**config.mk**
```make
export PLATFORM = sky130hd
export DESIGN_NAME = bridge_window_and_control_regs
export DESIGN_NICKNAME = d
export VERILOG_FILES = /design/src/hdl/bridge_regs_pkg.sv /design/src/hdl/bridge_window_and_control_regs.sv /design/src/hdl/window_compare.sv /design/src/hdl/irq_events.sv
export SDC_FILE = /design/constraint.sdc
export NUM_CORES = 1
export LEC_CHECK = 0
export CORE_MARGIN = 10
export CORE_UTILIZATION = 33
export DETAILED_ROUTE_END_ITERATION = 10
export DONT_BUFFER_PORTS = 1
export GPL_ROUTABILITY_DRIVEN = 0
export PLACE_DENSITY = 0.46
export SYNTH_ARGS = -nofsm -noshare
export SYNTH_HDL_FRONTEND = slang
export SYNTH_SLANG_ARGS = --single-unit
```
**constraint.sdc**
```tcl
create_clock -name clk_i -period 2.05 [get_ports clk_i]
set_input_delay 0.1025 -clock clk_i [delete_from_list [all_inputs] [get_ports clk_i]]
set_output_delay 0.1025 -clock clk_i [all_outputs]
set_load 0.05 [all_outputs]
```
**src/hdl/bridge_regs_pkg.sv**
```systemverilog
package bridge_regs_pkg;
  // register byte offsets
  localparam logic [7:0] OFF_PF_BASE_HIGH = 8'h28;
  localparam logic [7:0] OFF_PF_LIMIT_HIGH = 8'h2C;
  localparam logic [7:0] OFF_IO_HIGH = 8'h30;
  localparam logic [7:0] OFF_CAP_PTR = 8'h34;
  localparam logic [7:0] OFF_INT_CTRL = 8'h3C;
  localparam logic [7:0] OFF_IRQ_STATUS = 8'h80;
  localparam logic [7:0] OFF_IRQ_MASK = 8'h84;
  // reset values
  localparam logic [31:0] PF_HIGH_RESET = 32'h0000_0000;
  localparam logic [15:0] IO_HIGH_RESET = 16'h0000;
  localparam logic [7:0] INT_LINE_RESET = 8'h00;
  localparam logic [3:0] CTRL_RESET = 4'h0;
  localparam logic [7:0] CAP_PTR_VALUE = 8'hDC;
  localparam logic [7:0] INT_PIN_VALUE = 8'h00;
  // field positions in the 0x3C word
  localparam int INT_LINE_LSB = 0;
  localparam int INT_PIN_LSB = 8;
  localparam int CTRL_PARITY_BIT = 16;
  localparam int CTRL_SERR_BIT = 17;
  localparam int CTRL_ISA_BIT = 18;
  localparam int CTRL_VGA_BIT = 19;
  localparam int CTRL_RSVD_BIT = 20;
  // io register halves
  localparam int IO_BASE_LSB = 0;
  localparam int IO_LIMIT_LSB = 16;
  // interrupt events
  localparam int IRQ_NUM = 2;
  localparam int IRQ_PARITY = 0;
  localparam int IRQ_SERR = 1;
  // vga compatible ranges
  localparam logic [63:0] VGA_MEM_LO = 64'h0000_0000_000A_0000;
  localparam logic [63:0] VGA_MEM_HI = 64'h0000_0000_000B_FFFF;
  localparam logic [31:0] VGA_IO1_LO = 32'h0000_03B0;
  localparam logic [31:0] VGA_IO1_HI = 32'h0000_03BB;
  localparam logic [31:0] VGA_IO2_LO = 32'h0000_03C0;
  localparam logic [31:0] VGA_IO2_HI = 32'h0000_03DF;
  // window fill for low address bits
  localparam logic [11:0] IO_LOW_ZERO = 12'h000;
  localparam logic [11:0] IO_LOW_ONES = 12'hFFF;
  localparam logic [19:0] PF_LOW_ZERO = 20'h00000;
  localparam logic [19:0] PF_LOW_ONES = 20'hFFFFF;

  // isa alias: first 64KB, last 768 bytes of each 1KB block
  function automatic logic isa_alias(input logic [31:0] addr);
    isa_alias = (addr[31:16] == 16'h0000) && (addr[9:8] != 2'h0);
  endfunction

  function automatic logic vga_io(input logic [31:0] addr);
    vga_io = ((addr >= VGA_IO1_LO) && (addr <= VGA_IO1_HI)) ||
             ((addr >= VGA_IO2_LO) && (addr <= VGA_IO2_HI));
  endfunction
endpackage

```
**src/hdl/bridge_window_and_control_regs.sv**
```systemverilog
`timescale 1ns/10ps
// Functional notes
// - a 32-bit read/write register, reset to zero, holds the top half of the prefetch limit.
// - a 32-bit read/write register, reset to zero, holds the top half of the prefetch base.
// - a 16-bit read/write field, reset to zero, gives bits 31 to 16 of the I/O window base.
// - a read/write field, reset to zero, gives bits 31 to 16 of the I/O window limit.
// - I/O base and limit with their upper extensions decide whether I/O crosses the bridge.
// - the capability list pointer always reads back DCh.
// - the interrupt pin field in bits 15 to 8 is read-only, reports no pin, ignores writes.
// - control bit 16, reset zero, enables detection and reporting of secondary parity errors.
// - control bit 17, reset zero, lets a secondary system error reach the primary side.
// - with bit 18 clear, every I/O address in the window goes downstream unfiltered.
// - with bit 18 set, in-window I/O in the first 64KB in the last 768 bytes of 1KB stays up unless it is VGA I/O with bit 19 set.
// - with bit 18 set, secondary I/O in the first 64KB in the last 768 bytes of a 1KB block goes upstream unless it is VGA I/O with bit 19 set.
// - with bit 19 clear, VGA memory and I/O addresses pass downstream only when the windows pass them.
// - with bit 19 set, VGA memory and I/O addresses pass downstream regardless of windows.
// - control bit 20 is reserved, read-only and always reads zero.
module bridge_window_and_control_regs
  import bridge_regs_pkg::*;
(
  input wire logic clk_i,
  input wire logic reset_n_i,
  // register port
  input wire logic [7:0] addr_i,
  input wire logic [31:0] wdata_i,
  input wire logic wr_i,
  input wire logic rd_i,
  output logic [31:0] rdata_o,
  // lower window bits held by neighbouring registers
  input wire logic [3:0] io_base_low_i,
  input wire logic [3:0] io_limit_low_i,
  input wire logic [11:0] pf_base_low_i,
  input wire logic [11:0] pf_limit_low_i,
  // primary side forwarding query
  input wire logic pri_valid_i,
  input wire logic pri_is_io_i,
  input wire logic [63:0] pri_addr_i,
  output logic pri_done_o,
  output logic pri_forward_o,
  // secondary side I/O forwarding query
  input wire logic sec_valid_i,
  input wire logic [31:0] sec_addr_i,
  output logic sec_done_o,
  output logic sec_forward_o,
  // secondary error handling
  input wire logic sec_parity_error_i,
  input wire logic secondary_system_error_n_i,
  output logic parity_report_o,
  output logic primary_system_error_n_o,
  output logic irq_o
);
  logic [31:0] pf_base_high_q;
  logic [31:0] pf_limit_high_q;
  logic [15:0] io_base_high_q;
  logic [15:0] io_limit_high_q;
  logic [7:0] int_line_q;
  logic parity_en_q;
  logic serr_en_q;
  logic isa_en_q;
  logic vga_en_q;
  logic [31:0] rdata_q;
  logic pri_done_q;
  logic pri_forward_q;
  logic sec_done_q;
  logic sec_forward_q;
  logic parity_report_q;
  logic serr_n_q;
  logic [31:0] io_base;
  logic [31:0] io_limit;
  logic [63:0] pf_base;
  logic [63:0] pf_limit;
  logic pri_io_hit;
  logic sec_io_hit;
  logic pf_hit;
  logic pri_fwd_d;
  logic sec_fwd_d;
  logic vga_hit;
  logic [IRQ_NUM-1:0] irq_event;
  logic [IRQ_NUM-1:0] irq_status;
  logic [IRQ_NUM-1:0] irq_mask;
  logic status_wr;
  logic mask_wr;
  logic [31:0] rdata_d;

  // prefetch limit upper half
  // limit high store
  always_ff @(posedge clk_i)
  begin
    if (!reset_n_i)
      pf_limit_high_q <= PF_HIGH_RESET;
    else if (wr_i && addr_i == OFF_PF_LIMIT_HIGH)
      pf_limit_high_q <= wdata_i;
  end

  always_ff @(posedge clk_i)
  begin
    if (!reset_n_i)
      pf_base_high_q <= PF_HIGH_RESET;
    else if (wr_i && addr_i == OFF_PF_BASE_HIGH)
      pf_base_high_q <= wdata_i;
  end

  always_ff @(posedge clk_i)
  begin
    if (!reset_n_i)
    begin
      io_base_high_q <= IO_HIGH_RESET;
      io_limit_high_q <= IO_HIGH_RESET;
    end
    else if (wr_i && addr_i == OFF_IO_HIGH)
    begin
      io_base_high_q <= wdata_i[IO_BASE_LSB +: 16];
      io_limit_high_q <= wdata_i[IO_LIMIT_LSB +: 16];
    end
  end

  // interrupt line and control bits; pin field has no storage
  // pin write ignored
  always_ff @(posedge clk_i)
  begin
    if (!reset_n_i)
      int_line_q <= INT_LINE_RESET;
    else if (wr_i && addr_i == OFF_INT_CTRL)
      int_line_q <= wdata_i[INT_LINE_LSB +: 8];
  end

  always_ff @(posedge clk_i)
  begin
    if (!reset_n_i)
      parity_en_q <= CTRL_RESET[0];
    else if (wr_i && addr_i == OFF_INT_CTRL)
      parity_en_q <= wdata_i[CTRL_PARITY_BIT];
  end

  always_ff @(posedge clk_i)
  begin
    if (!reset_n_i)
      serr_en_q <= CTRL_RESET[1];
    else if (wr_i && addr_i == OFF_INT_CTRL)
      serr_en_q <= wdata_i[CTRL_SERR_BIT];
  end

  always_ff @(posedge clk_i)
  begin
    if (!reset_n_i)
      isa_en_q <= CTRL_RESET[2];
    else if (wr_i && addr_i == OFF_INT_CTRL)
      isa_en_q <= wdata_i[CTRL_ISA_BIT];
  end

  always_ff @(posedge clk_i)
  begin
    if (!reset_n_i)
      vga_en_q <= CTRL_RESET[3];
    else if (wr_i && addr_i == OFF_INT_CTRL)
      vga_en_q <= wdata_i[CTRL_VGA_BIT];
  end

  // window assembly
  // io window with extension
  assign io_base = {io_base_high_q, io_base_low_i, IO_LOW_ZERO};
  assign io_limit = {io_limit_high_q, io_limit_low_i, IO_LOW_ONES};
  assign pf_base = {pf_base_high_q, pf_base_low_i, PF_LOW_ZERO};
  assign pf_limit = {pf_limit_high_q, pf_limit_low_i, PF_LOW_ONES};

  window_compare #(.W(32)) u_pri_io
  (
    .addr_i(pri_addr_i[31:0]),
    .base_i(io_base),
    .limit_i(io_limit),
    .hit_o(pri_io_hit)
  );

  window_compare #(.W(32)) u_sec_io
  (
    .addr_i(sec_addr_i),
    .base_i(io_base),
    .limit_i(io_limit),
    .hit_o(sec_io_hit)
  );

  window_compare #(.W(64)) u_pf
  (
    .addr_i(pri_addr_i),
    .base_i(pf_base),
    .limit_i(pf_limit),
    .hit_o(pf_hit)
  );

  // vga compatible address
  always_comb
  begin
    if (pri_is_io_i)
      vga_hit = (pri_addr_i[63:32] == 32'h0000_0000) && vga_io(pri_addr_i[31:0]);
    else
      vga_hit = (pri_addr_i >= VGA_MEM_LO) && (pri_addr_i <= VGA_MEM_HI);
  end

  // downstream decision
  always_comb
  begin
    if (pri_is_io_i)
    begin
      pri_fwd_d = (pri_addr_i[63:32] == 32'h0000_0000) && pri_io_hit;
      if (isa_en_q && isa_alias(pri_addr_i[31:0]))
        pri_fwd_d = 1'b0;
    end
    else
      pri_fwd_d = pf_hit;
    if (vga_en_q && vga_hit)
      pri_fwd_d = 1'b1;
  end

  // upstream decision for secondary I/O
  always_comb
  begin
    sec_fwd_d = !sec_io_hit;
    if (isa_en_q && isa_alias(sec_addr_i))
      sec_fwd_d = 1'b1;
    if (vga_en_q && vga_io(sec_addr_i))
      sec_fwd_d = 1'b0;
  end

  // registered query answers
  always_ff @(posedge clk_i)
  begin
    if (!reset_n_i)
    begin
      pri_done_q <= 1'b0;
      pri_forward_q <= 1'b0;
    end
    else
    begin
      pri_done_q <= pri_valid_i;
      pri_forward_q <= pri_valid_i && pri_fwd_d;
    end
  end

  always_ff @(posedge clk_i)
  begin
    if (!reset_n_i)
    begin
      sec_done_q <= 1'b0;
      sec_forward_q <= 1'b0;
    end
    else
    begin
      sec_done_q <= sec_valid_i;
      sec_forward_q <= sec_valid_i && sec_fwd_d;
    end
  end

  // secondary parity reporting
  // report only when enabled
  always_ff @(posedge clk_i)
  begin
    if (!reset_n_i)
      parity_report_q <= 1'b0;
    else
      parity_report_q <= sec_parity_error_i && parity_en_q;
  end

  always_ff @(posedge clk_i)
  begin
    if (!reset_n_i)
      serr_n_q <= 1'b1;
    else
      serr_n_q <= !(serr_en_q && !secondary_system_error_n_i);
  end

  assign irq_event[IRQ_PARITY] = sec_parity_error_i && parity_en_q;
  assign irq_event[IRQ_SERR] = serr_en_q && !secondary_system_error_n_i;
  assign status_wr = wr_i && addr_i == OFF_IRQ_STATUS;
  assign mask_wr = wr_i && addr_i == OFF_IRQ_MASK;

  irq_events u_irq
  (
    .clk_i(clk_i),
    .reset_n_i(reset_n_i),
    .event_i(irq_event),
    .status_wr_i(status_wr),
    .mask_wr_i(mask_wr),
    .wdata_i(wdata_i[IRQ_NUM-1:0]),
    .status_o(irq_status),
    .mask_o(irq_mask),
    .irq_o(irq_o)
  );

  // read mux
  always_comb
  begin
    rdata_d = 32'h0000_0000;
    case (addr_i)
      OFF_PF_BASE_HIGH: rdata_d = pf_base_high_q;
      OFF_PF_LIMIT_HIGH: rdata_d = pf_limit_high_q;
      OFF_IO_HIGH: rdata_d = {io_limit_high_q, io_base_high_q};
      OFF_CAP_PTR: rdata_d = {24'h00_0000, CAP_PTR_VALUE};
      OFF_INT_CTRL:
      begin
        rdata_d[INT_LINE_LSB +: 8] = int_line_q;
        rdata_d[INT_PIN_LSB +: 8] = INT_PIN_VALUE;
        rdata_d[CTRL_PARITY_BIT +: 4] = {vga_en_q, isa_en_q, serr_en_q, parity_en_q};
        rdata_d[CTRL_RSVD_BIT] = 1'b0;
      end
      OFF_IRQ_STATUS: rdata_d[IRQ_NUM-1:0] = irq_status;
      OFF_IRQ_MASK: rdata_d[IRQ_NUM-1:0] = irq_mask;
      default: rdata_d = 32'h0000_0000;
    endcase
  end

  always_ff @(posedge clk_i)
  begin
    if (!reset_n_i)
      rdata_q <= 32'h0000_0000;
    else if (rd_i)
      rdata_q <= rdata_d;
    else
      rdata_q <= 32'h0000_0000;
  end

  assign rdata_o = rdata_q;
  assign pri_done_o = pri_done_q;
  assign pri_forward_o = pri_forward_q;
  assign sec_done_o = sec_done_q;
  assign sec_forward_o = sec_forward_q;
  assign parity_report_o = parity_report_q;
  assign primary_system_error_n_o = serr_n_q;
endmodule

```
**src/hdl/window_compare.sv**
```systemverilog
`timescale 1ns/10ps
module window_compare
#(
  parameter int W = 32
)
(
  input wire logic [W-1:0] addr_i,
  input wire logic [W-1:0] base_i,
  input wire logic [W-1:0] limit_i,
  output logic hit_o
);
  // inclusive base and limit
  assign hit_o = (addr_i >= base_i) && (addr_i <= limit_i);
endmodule

```
**src/hdl/irq_events.sv**
```systemverilog
`timescale 1ns/10ps
module irq_events
  import bridge_regs_pkg::*;
(
  input wire logic clk_i,
  input wire logic reset_n_i,
  input wire logic [IRQ_NUM-1:0] event_i,
  input wire logic status_wr_i,
  input wire logic mask_wr_i,
  input wire logic [IRQ_NUM-1:0] wdata_i,
  output logic [IRQ_NUM-1:0] status_o,
  output logic [IRQ_NUM-1:0] mask_o,
  output logic irq_o
);
  logic [IRQ_NUM-1:0] status_q;
  logic [IRQ_NUM-1:0] mask_q;

  // sticky bits, set wins over write-one clear
  always_ff @(posedge clk_i)
  begin
    if (!reset_n_i)
      status_q <= '0;
    else if (status_wr_i)
      status_q <= (status_q & ~wdata_i) | event_i;
    else
      status_q <= status_q | event_i;
  end

  always_ff @(posedge clk_i)
  begin
    if (!reset_n_i)
      mask_q <= '0;
    else if (mask_wr_i)
      mask_q <= wdata_i;
  end

  assign status_o = status_q;
  assign mask_o = mask_q;
  assign irq_o = |(status_q & mask_q);
endmodule

```
Word-level counts from Yosys, hierarchy flattened. Index checks and enable logic that the tools add are counted.

Flip-flop bits (word level): 150. Bits of input ports: 177. Output and inout bits: 39. Word-level logic and storage cells: 94.

$lt $le $gt $ge: 16. Equality and inequality tests: 7. Multiplexer cells: 10. Bitwise gates (word level): 5. Reductions and logical operators: 38.

Operators by type and width (number): greater-or-equal comparator 32 x 10 -> 1 bit (second input constant) (4); less-or-equal comparator 32 x 10 -> 1 bit (second input constant) (4); case mux 19 bit (5 select lines) (1); greater-or-equal comparator 32 bit (2); greater-or-equal comparator 64 x 20 -> 1 bit (second input constant) (1); greater-or-equal comparator 64 bit (1); less-or-equal comparator 32 bit (2); less-or-equal comparator 64 x 20 -> 1 bit (second input constant) (1); less-or-equal comparator 64 bit (1); equality test 8 x 6 -> 1 bit (second input constant) (5); case mux 11 bit (3 select lines) (1); zero test 16 bit (2); zero test 32 bit (1); logical AND 1 bit (26); equality test 8 bit (second input constant) (2); case mux 2 bit (6 select lines) (1); 2-to-1 mux 1 bit (6); bitwise AND 2 bit (2); OR 2 bit (2); nonzero test 2 bit (2); zero test 1 bit (3); logical OR 1 bit (2); 2-to-1 mux 2 bit (1); NOT 2 bit (1); other kinds (2) (2).

Depth between registers and ports, before layout. Gate-level depths: netlist of the first run.

Word-level depth: 8. Mapped depth: 9. Gate-level depth less buffers: 9.

Cells and area by module. From an unflattened synthesis of the first run, not the netlist that was laid out.

Cells, all modules: 1612. Area total of the unflattened synthesis: 12693.4 um^2.

By module, submodules not included: bridge_window_and_control_regs (times used 1, cells each 694, area an instance 6165.9 um^2, seq. area each 2922.8 um^2); window_compare (u_pri_io ...) (times used 2, cells each 226, area an instance 1604.0 um^2, seq. area each 0.0 um^2); window_compare (u_pf) (times used 1, cells each 451, area an instance 3168.0 um^2, seq. area each 0.0 um^2); irq_events (times used 1, cells each 15, area an instance 151.4 um^2, seq. area each 80.1 um^2).

Worst setup path before layout of the first run. No wires, ideal clock.

Path type: flip-flop to flip-flop. From: register pf_limit_high_q[30]. To: register pri_forward_q (netlist: pri_forward_o). Library setup time: 0.088 ns. Arrival time: 2.064 ns. Data required time: 1.962 ns. Path slack: -0.102 ns. Cell stages (with the launch flop): 8. Path buffers: 0. Period minus slack after synthesis: 2.152 ns. Cells stage by stage: dfxtp_1 inv_1 ha_1 nand4_1 or4_1 or4_1 o21a_1 o32ai_2.

Cells in the longest elaborated chain, start to end: 5.

Ends and longest elaborated chain: start: declaration (line bridge_window_and_control_regs.sv:53) `logic [31:0] pf_limit_high_q;`; start signal: assignment (line bridge_window_and_control_regs.sv:92) `pf_limit_high_q <= wdata_i;`; less-or-equal comparator 64 bit (line window_compare.sv:13) `assign hit_o = (addr_i >= base_i) && (addr_i <= limit_i);`; logical AND 1 bit (line window_compare.sv:13); 2-to-1 mux 1 bit (line bridge_window_and_control_regs.sv:202) `if (pri_is_io_i)`; 2-to-1 mux 1 bit (line bridge_window_and_control_regs.sv:210) `if (vga_en_q && vga_hit)`; logical AND 1 bit (line bridge_window_and_control_regs.sv:235) `pri_forward_q <= pri_valid_i && pri_fwd_d;`; end signal: assignment (line bridge_window_and_control_regs.sv:235); end: declaration (line bridge_window_and_control_regs.sv:63) `logic pri_forward_q;`.

No other way between the ends. A chain may end at the register's enable or synchronous reset.

Worst setup path after layout of the first run.
From: register pf_limit_high_q[26]. To: register pri_forward_q (netlist: pri_forward_o).

The elaborated chain is that of the path after synthesis.

==> flow_metrics.tcl, run 1 <==
set metrics [dict create \
    tritoncts "built" \
    reg2reg_depth 7 \
    syn_nets 1667 \
    whs_path_depth 3 \
    final_cell_area_um2 14000 \
    drt_pre_antenna_iters 7 \
    grt_overflow 0 \
    comb_power_share_pct 11.0 \
    leakagePower_nw 5.56 \
    maxCapViolCount 0 \
    endpoint_kind "flip-flop" \
    via_per_inst 5.23 \
    tightest_slew_ns 0.928 \
    synth_cell_types 52 \
    final_antenna_net_count 0 \
    clock_path_buffers 2 \
    antenna_found_initial 3 \
    skew_ns 0.00696 \
    synth_flop_cell "dfxtp_1" \
    fill_cells 3149 \
    p_switching_mw 1.75 \
    crit_arrival_ns 2.61 \
    fp.dieW_um 196 \
    finalHoldViolations 0 \
    multi_input_area_um2 6770 \
    final_cell_mix "nand2_1 (288), dlygate4sd3_1 (154), ha_1 (153)" \
    critPathMaxFanout 2 \
    postSynthCellCount 1322 \
    cts.reportedPaths.clkPinSlew_ns 0.06 \
    p_int_mw 5.26 \
    wl_mm 41.7 \
    maxSlewViolCount 0 \
    crit_required_ns 2.40 \
    row_count 64 \
    layout.nets 1914 \
    synth-edff-count 0 \
    core_area_um2 30700 \
    io_pins 216 \
    crit_type "reg -> reg" \
    min_period_over_period_pct 111 \
    synth_area_per_cell_um2 7.76 \
    first_iter_violations 684 \
    grt_pass1_wl_mm 63.3 \
    cts.sinks 150 \
    grt_setup_unrepaired "yes" \
    power_frac_seq_pct 41.9 \
    run_status "finished, violations left" \
    synth_seq_cells 150 \
    critPathLaunchType "flip-flop" \
    hold_path.class "in -> reg" \
    areaGrowthSynthToFinish_pct 36.1 \
    min_period_ns 2.27 \
    start_util_pct 33.4 \
    numCtsBuffers 17 \
    synth_area_um2 10300 \
    grt_pass1_vias 10600 \
    final_common_cell "nand2_1" \
    pre_cts_ws_ns -0.217 \
    p_per_area_nw_per_um2 503 \
    ys_seq_area_share_pct 29.3 \
    synth_warnings 0 \
    wl_per_cell_um 21.1 \
    htree_levels 4 \
    route.detailed.drc 0 \
    die_h_um 196 \
    violations "setup timing" \
    cts-root-buf "clkbuf_16" \
    clkPwrFrac_pct 47.2 \
    dp_hpwl_mm 32.1 \
    p_sw_share_pct 25.0 \
    port_buffers 0 \
    drive_above_1_share_pct 14.3 \
    clk_latency_ns 0.43 \
    async_flop_share_pct 0 \
    setup_violations 2 \
    max_freq_mhz 441 \
    dpl_cell_area_um2 11500 \
    via_count 10400 \
    peakVddDrop_mv 0.533 \
    max_slew_margin_pct 38.0 \
    tns_ns -0.287 \
    grt_max_degree 118 \
    grt_usage_pct 21.3 \
    seqCellArea_um2 3030 \
    fin_ws_ns -0.218 \
    die_area_um2 38500 \
]
-- registers in the layout, summed over array words and instances, names as in the netlist --
signal / count
sec_done_o: 1
primary_system_error_n_o: 1
parity_en_q: 1
io_limit_high_q: 16
int_line_q: 8
pri_done_o: 1
u_irq.status_o: 2
vga_en_q: 1
sec_forward_o: 1
io_base_high_q: 16
rdata_o: 32
isa_en_q: 1
u_irq.mask_o: 2
pf_limit_high_q: 32
serr_en_q: 1
pf_base_high_q: 32
pri_forward_o: 1
parity_report_o: 1
-- power groups by stage --
stage | Clock (mW) | Sequential [mW] | Combinational (mW)
floorplan | 0 | 3.00 | 0.485
finish | 3.31 | 2.94 | 0.770
detailed placement | 0 | 3.00 | 0.620
global route | 3.50 | 2.94 | 0.878
CTS | 3.37 | 2.94 | 0.759
global placement | 0 | 3.00 | 0.608
-- cells in the mapped netlist (3+ instances only) --
master     instances  area, um2
nor4_1            26        163
or4_1              8       60.1
a21boi_0          94        706
nand4_1           44        275
nand2_1          288       1080
ha_1             168       2100
buf_2             13       65.1
a22oi_1           25        188
mux2i_1            6       60.1
a221o_1            3       30.0
a21o_1            21        158
a211oi_1           8       60.1
clkbuf_1          41        154
o211ai_1           4       30.0
a31oi_1            3       18.8
nand3_1           23        115
a222oi_1           5       50.1
and3_1             8       50.1
a2111oi_0          3       26.3
nor2b_1            7       43.8
inv_1            137        514
a221oi_1           6       52.6
o21ai_0           61        305
dfxtp_1          150       3000
nor3_1             9       45.0
a211o_1            3       26.3
nor2_1            51        191
a21boi_1          15        113
a21oi_1           59        295
-- critical path, cell delays in order, from the launching register on --
cell	delay [ns]
dfxtp_2	0.33
inv_1	0.06
ha_4	0.27
nand4_1	0.13
or4_4	0.57
or4_4	0.52
o21a_1	0.12
o32ai_2	0.19
-- area by class of cell --
type / count / area share [%]
clock inverter: 14 / 1.25
clock buffer: 18 / 3.15
multi-input combinational: 981 / 48.5
timing repair buffer: 282 / 18.1
sequential: 150 / 21.7
inverter: 137 / 3.68
antenna: 2 / 0.0359
tap: 396 / 3.55
-- routing by layer --
metal	global-route usage [%]	part of all wire (%)
met1	26.2	44
met2	34.3	46
met3	7.54	8.7
met4	5.80	1.6
met5	0	0.031
-- metrics by stage --
stage	utilization [%]	std cells	total power [mW]	hold WS, ns
after global routing	45.5	1979	7.32	0.0278
final	45.5	1980	7.02	0.00843
after global placement	37.5	1784	3.61	0.233
after detailed placement	37.5	1784	3.62	0.241
after floorplan	-	1322	3.49	0.230
after CTS	45.0	1975	7.06	0.000858
-- worst paths after layout --
kind	start	slack [ns]	end
max	pf_limit_high_q[26]	-0.22	pri_forward_o
min reg2reg	int_line_q[0]	0.55	rdata_o[0]
min	addr_i[2]	0.008	rdata_o[9]
max reg2reg	pf_limit_high_q[26]	-0.22	pri_forward_o
-- kinds of logic after synthesis --
kind of cell	Yosys count	share of synthesized area, %
AOI/OAI and AO/OA	327	21.6
adders and majority gates	168	20.5
buffers and inverters	191	7.15
DFF	150	29.3
muxes	7	0.695
and+or+nand+nor	479	20.8
-- timing repair --
action | CTS | global route
resized for setup | 33 | 24
hold endpoints to repair | 128 | 0
setup endpoints to repair | 2 | 31
setup buffers | 5 | 3
pin swaps | 13 | 14
hold buffers | 154 | 0
Note: power is estimated with default switching activity, not from simulation.
==> run 2, diff against run 1 <==
Settings changed: GPL_TIMING_DRIVEN set to 0.
==> flow_metrics.tcl, run 2 (same netlist as run 1, synthesis figures left out) <==
set metrics [dict create \
    run_status "finished, violations left" \
    violations "setup timing" \
    via_per_inst 5.36 \
    peakVddDrop_mv 0.472 \
    crit_arrival_ns 2.74 \
    grt_overflow 0 \
    path_depth 7 \
    grt_usage_pct 20.5 \
    port_buffers 0 \
    htree_levels 4 \
    die_area_um2 38500 \
    slowest_delay_ns 0.53 \
    row_count 64 \
    final_cell_mix "nand2_1 (288), ha_1 (155), inv_1 (130)" \
    tritoncts "built" \
    dp_cells 1718 \
    grt_setup_unrepaired "yes" \
    cts.sinks 150 \
    cp_top_family "simple AND/OR/NAND/NOR gates" \
    maxSlewViolCount 0 \
    clk_latency_ns 0.44 \
    endpoint_kind "flip-flop" \
    clock_path_buffers 2 \
    drt_pre_antenna_iters 5 \
    grt_max_degree 17 \
    route.detailed.drc 0 \
    fin_ws_ns -0.350 \
    final_common_cell "nand2_1" \
    grt_pass1_wl_mm 60.2 \
    start_util_pct 33.4 \
    via_count 9718 \
    hold_path.class "in -> reg" \
    antenna_found_initial 3 \
    first_iter_violations 644 \
    setup_violations 2 \
    max_slew_margin_pct 29.0 \
    io_pins 216 \
    cp_slowest_cell "or4_1" \
    skew_ns 0.00634 \
    maxCapViolCount 0 \
    final_antenna_net_count 0 \
    dp_hpwl_mm 33.5 \
    final_cells 1812 \
    min_period_over_period_pct 117 \
    die_h_um 196 \
    pre_cts_ws_ns -0.752 \
    layout.nets 1747 \
    cts.reportedPaths.clkPinSlew_ns 0.06 \
    fp.dieW_um 196 \
    multi_input_area_um2 6790 \
    core_area_um2 30700 \
    numCtsBuffers 17 \
    crit_type "reg -> reg" \
    grt_pass1_vias 9618 \
    wl_per_cell_um 22.5 \
    min_period_ns 2.40 \
    seqCellArea_um2 3050 \
    fill_cells 3203 \
    finalHoldViolations 0 \
    tns_ns -0.372 \
    path_cells "inv_1 -> ha_1 -> nand4_1 -> or4_4 -> or4_1 -> o21a_1 -> o32ai_4" \
    tightest_slew_ns 1.06 \
    areaGrowthSynthToFinish_pct 18.9 \
    whs_path_depth 3 \
    cts-root-buf "clkbuf_16" \
    crit_required_ns 2.39 \
    critPathLaunchType "flip-flop" \
    reg2reg_depth 7 \
    critPathMaxFanout 3 \
    leakagePower_nw 4.38 \
    max_freq_mhz 417 \
    p_per_area_nw_per_um2 562 \
    path_buf_inv 1 \
    wl_mm 40.8 \
    drive_above_1_share_pct 9.96 \
]
-- run 2: tightest hold or removal path: cells and delay by family --
kind             cells  cell delay [ns]
AO/OA/AOI/OAI        1             0.06
AND/OR/NAND/NOR      2             0.24
-- run 2: routing by layer --
layer,track usage [%],wire [um]
met2,33.4,18700
met1,25.2,17400
met5,0,10
met3,6.43,3710
met4,6.65,943
-- run 2: layout make-up --
class / count / share of cell area, %
Timing Repair Buffer: 61 / 4.51
Multi-Input combinational cell: 981 / 55.6
Buffer: 54 / 1.80
Clock inverter: 13 / 0.995
Antenna cell: 1 / 0.0205
Inverter: 137 / 4.24
Tap cell: 396 / 4.06
Clock buffer: 19 / 3.71
Sequential cell: 150 / 25.0
-- run 2: per-stage QoR --
step	power (mW)	util [%]	hold WS [ns]	cell area, um2
4_1_cts	6.88	39.2	0.00464	12000
2_1_floorplan	3.49	-	0.230	10300
5_1_grt	7.13	39.8	0.0187	12200
6_report	6.86	39.8	0.0201	12200
3_5_place_dp	3.66	35.2	0.239	10800
3_3_place_gp	3.65	35.2	0.231	10800
-- run 2: worst paths after layout --
path | from | endpoint | slack (ns)
worst max-delay path | pf_limit_high_q[30] | pri_forward_o | -0.35
worst min-delay path | addr_i[3] | isa_en_q | 0.02
worst max register to register | pf_limit_high_q[30] | pri_forward_o | -0.35
worst min register to register | int_line_q[7] | int_line_q[7] | 0.46
-- run 2: report_power, final --
group          switching [mW]  total, mW  internal [mW]
sequential             0.0168       2.93           2.91
clock                    1.37       3.11           1.75
combinational           0.449      0.810          0.361
-- run 2: what timing repair did --
action                                  CTS  global route
endpoints found under the setup margin    3             2
hold endpoints to repair                121             0
gates resized for setup                  49            19
setup buffers                            17             7
hold buffers                             37             0
pin swaps                                17            15
==> run 3, diff against run 2 <==
Settings changed: BUFFER_PORTS_ARGS set to -buffer_cell sky130_fd_sc_hd__buf_2, DONT_BUFFER_PORTS 1 to unset, PLACE_DENSITY 0.46 to unset.
==> flow_metrics.tcl, run 3 (same netlist as run 1, synthesis figures left out) <==
set metrics [dict create \
    numCtsBuffers 17 \
    fin_util_pct 42.6 \
    maxCapViolCount 0 \
    first_iter_violations 749 \
    grt_usage_pct 20.3 \
    final_cell_mix "nand2_1 (288), buf_2 (225), ha_1 (158)" \
    dpl_cell_area_um2 11900 \
    crit_type "reg -> reg" \
    drive_above_1_share_pct 20.4 \
    clock_path_buffers 2 \
    violations "setup timing" \
    core_area_um2 30700 \
    p_per_area_nw_per_um2 549 \
    setup_violations 1 \
    wl_per_cell_um 19.8 \
    cts.sinks 150 \
    fp.dieW_um 196 \
    tritoncts "built" \
    wl_mm 40.0 \
    leakagePower_nw 5.17 \
    die_area_um2 38500 \
    max_freq_mhz 415 \
    fin_ws_ns -0.361 \
    drt_pre_antenna_iters 5 \
    grt_setup_unrepaired "yes" \
    tightest_slew_ns 0.989 \
    areaGrowthSynthToFinish_pct 27.3 \
    grt_overflow 0 \
    port_buffers 212 \
    crit_arrival_ns 2.74 \
    peakVddDrop_mv 0.593 \
    grt_max_degree 17 \
    cts.reportedPaths.clkPinSlew_ns 0.07 \
    route.detailed.drc 0 \
    finalHoldViolations 0 \
    crit-reg2reg-launch "pf_limit_high_q[18]" \
    ff2ff_setup_slack_ns -0.36 \
    grt_pass1_vias 10700 \
    die_h_um 196 \
    via_count 10700 \
    endpoint_kind "flip-flop" \
    critPathMaxFanout 3 \
    whs_ns 0.0904 \
    skew_ns 0.0112 \
    dp_hpwl_mm 33.0 \
    clk_latency_ns 0.44 \
    hold_path.class "in -> reg" \
    min_from "sec_parity_error_i" \
    critPathLaunchType "flip-flop" \
    htree_levels 4 \
    crit_required_ns 2.38 \
    start_util_pct 33.4 \
    antenna_found_initial 7 \
    run_status "finished, violations left" \
    layout.nets 1944 \
    min_period_over_period_pct 118 \
    row_count 64 \
    cts-root-buf "clkbuf_16" \
    final_common_cell "nand2_1" \
    via_per_inst 5.29 \
    pre_cts_ws_ns -0.596 \
    max_slew_margin_pct 33.6 \
    maxSlewViolCount 0 \
    startpoint "pf_limit_high_q[18]" \
    grt_pass1_wl_mm 61.6 \
    min_period_ns 2.41 \
    final_antenna_net_count 0 \
    io_pins 216 \
    final_cell_area_um2 13100 \
]
run 3: cell count changes in the layout (fill, tap and decap cells not counted), moves of 4 or more:
cell	before	now
dfxtp_1	118	123
dfxtp_2	28	24
diode_2	1	7
buf_4	24	11
buf_2	13	225
run 3: worst paths after layout:
path	endpoint	depth (start not counted)
max	pri_forward_o	7
min reg2reg	int_line_q[6]	2
min	parity_report_o	2
max reg2reg	pri_forward_o	7
run 3: repair_timing:
item,in CTS,in global routing
hold buffers,35,0
gates resized for setup,46,6
endpoints found under the hold margin,104,0
setup buffers,12,0
cloned,0,0
setup endpoints to repair,2,2
pin swaps,12,2
run 3: per-stage QoR:
step,TNS [ns],cells,power [mW]
floorplan,-0.0188,1322,3.49
global placement,-6.65,1930,3.94
detailed placement,-8.43,1930,3.97
CTS,-0.324,2008,7.19
global route,-0.557,2013,7.43
finish,-0.361,2015,7.17
run 3: per-layer routing:
layer	GRT usage (%)	vias to the layer above	share of wire, %
met1	25.7	4967	44
li1	-	5209	-
met4	7.35	4	2.9
met5	0	-	0.065
met2	32.9	410	45
met3	4.57	65	8.0
run 3: layout make-up:
class / instances / area [um2]
Fill cell: 3139 / 17600
Multi-Input combinational cell: 981 / 6700
Sequential cell: 150 / 3040
Timing Repair Buffer: 258 / 1490
Inverter: 137 / 517
Tap cell: 396 / 495
Clock buffer: 17 / 425
Buffer: 54 / 219
Clock inverter: 15 / 154
Antenna cell: 7 / 17.5
run 3: critical path: stages, from the launching register on:
cell	delay [ns]
dfxtp_2	0.35
inv_1	0.05
ha_1	0.28
nand4_1	0.11
or4_4	0.57
or4_1	0.52
o21a_1	0.14
o32ai_2	0.29
run 3: report_power, final:
group          internal (mW)  total [mW]  switching (mW)
logic                  0.466        1.07           0.605
clock network           1.80        3.18            1.38
registers               2.92        2.92         0.00326
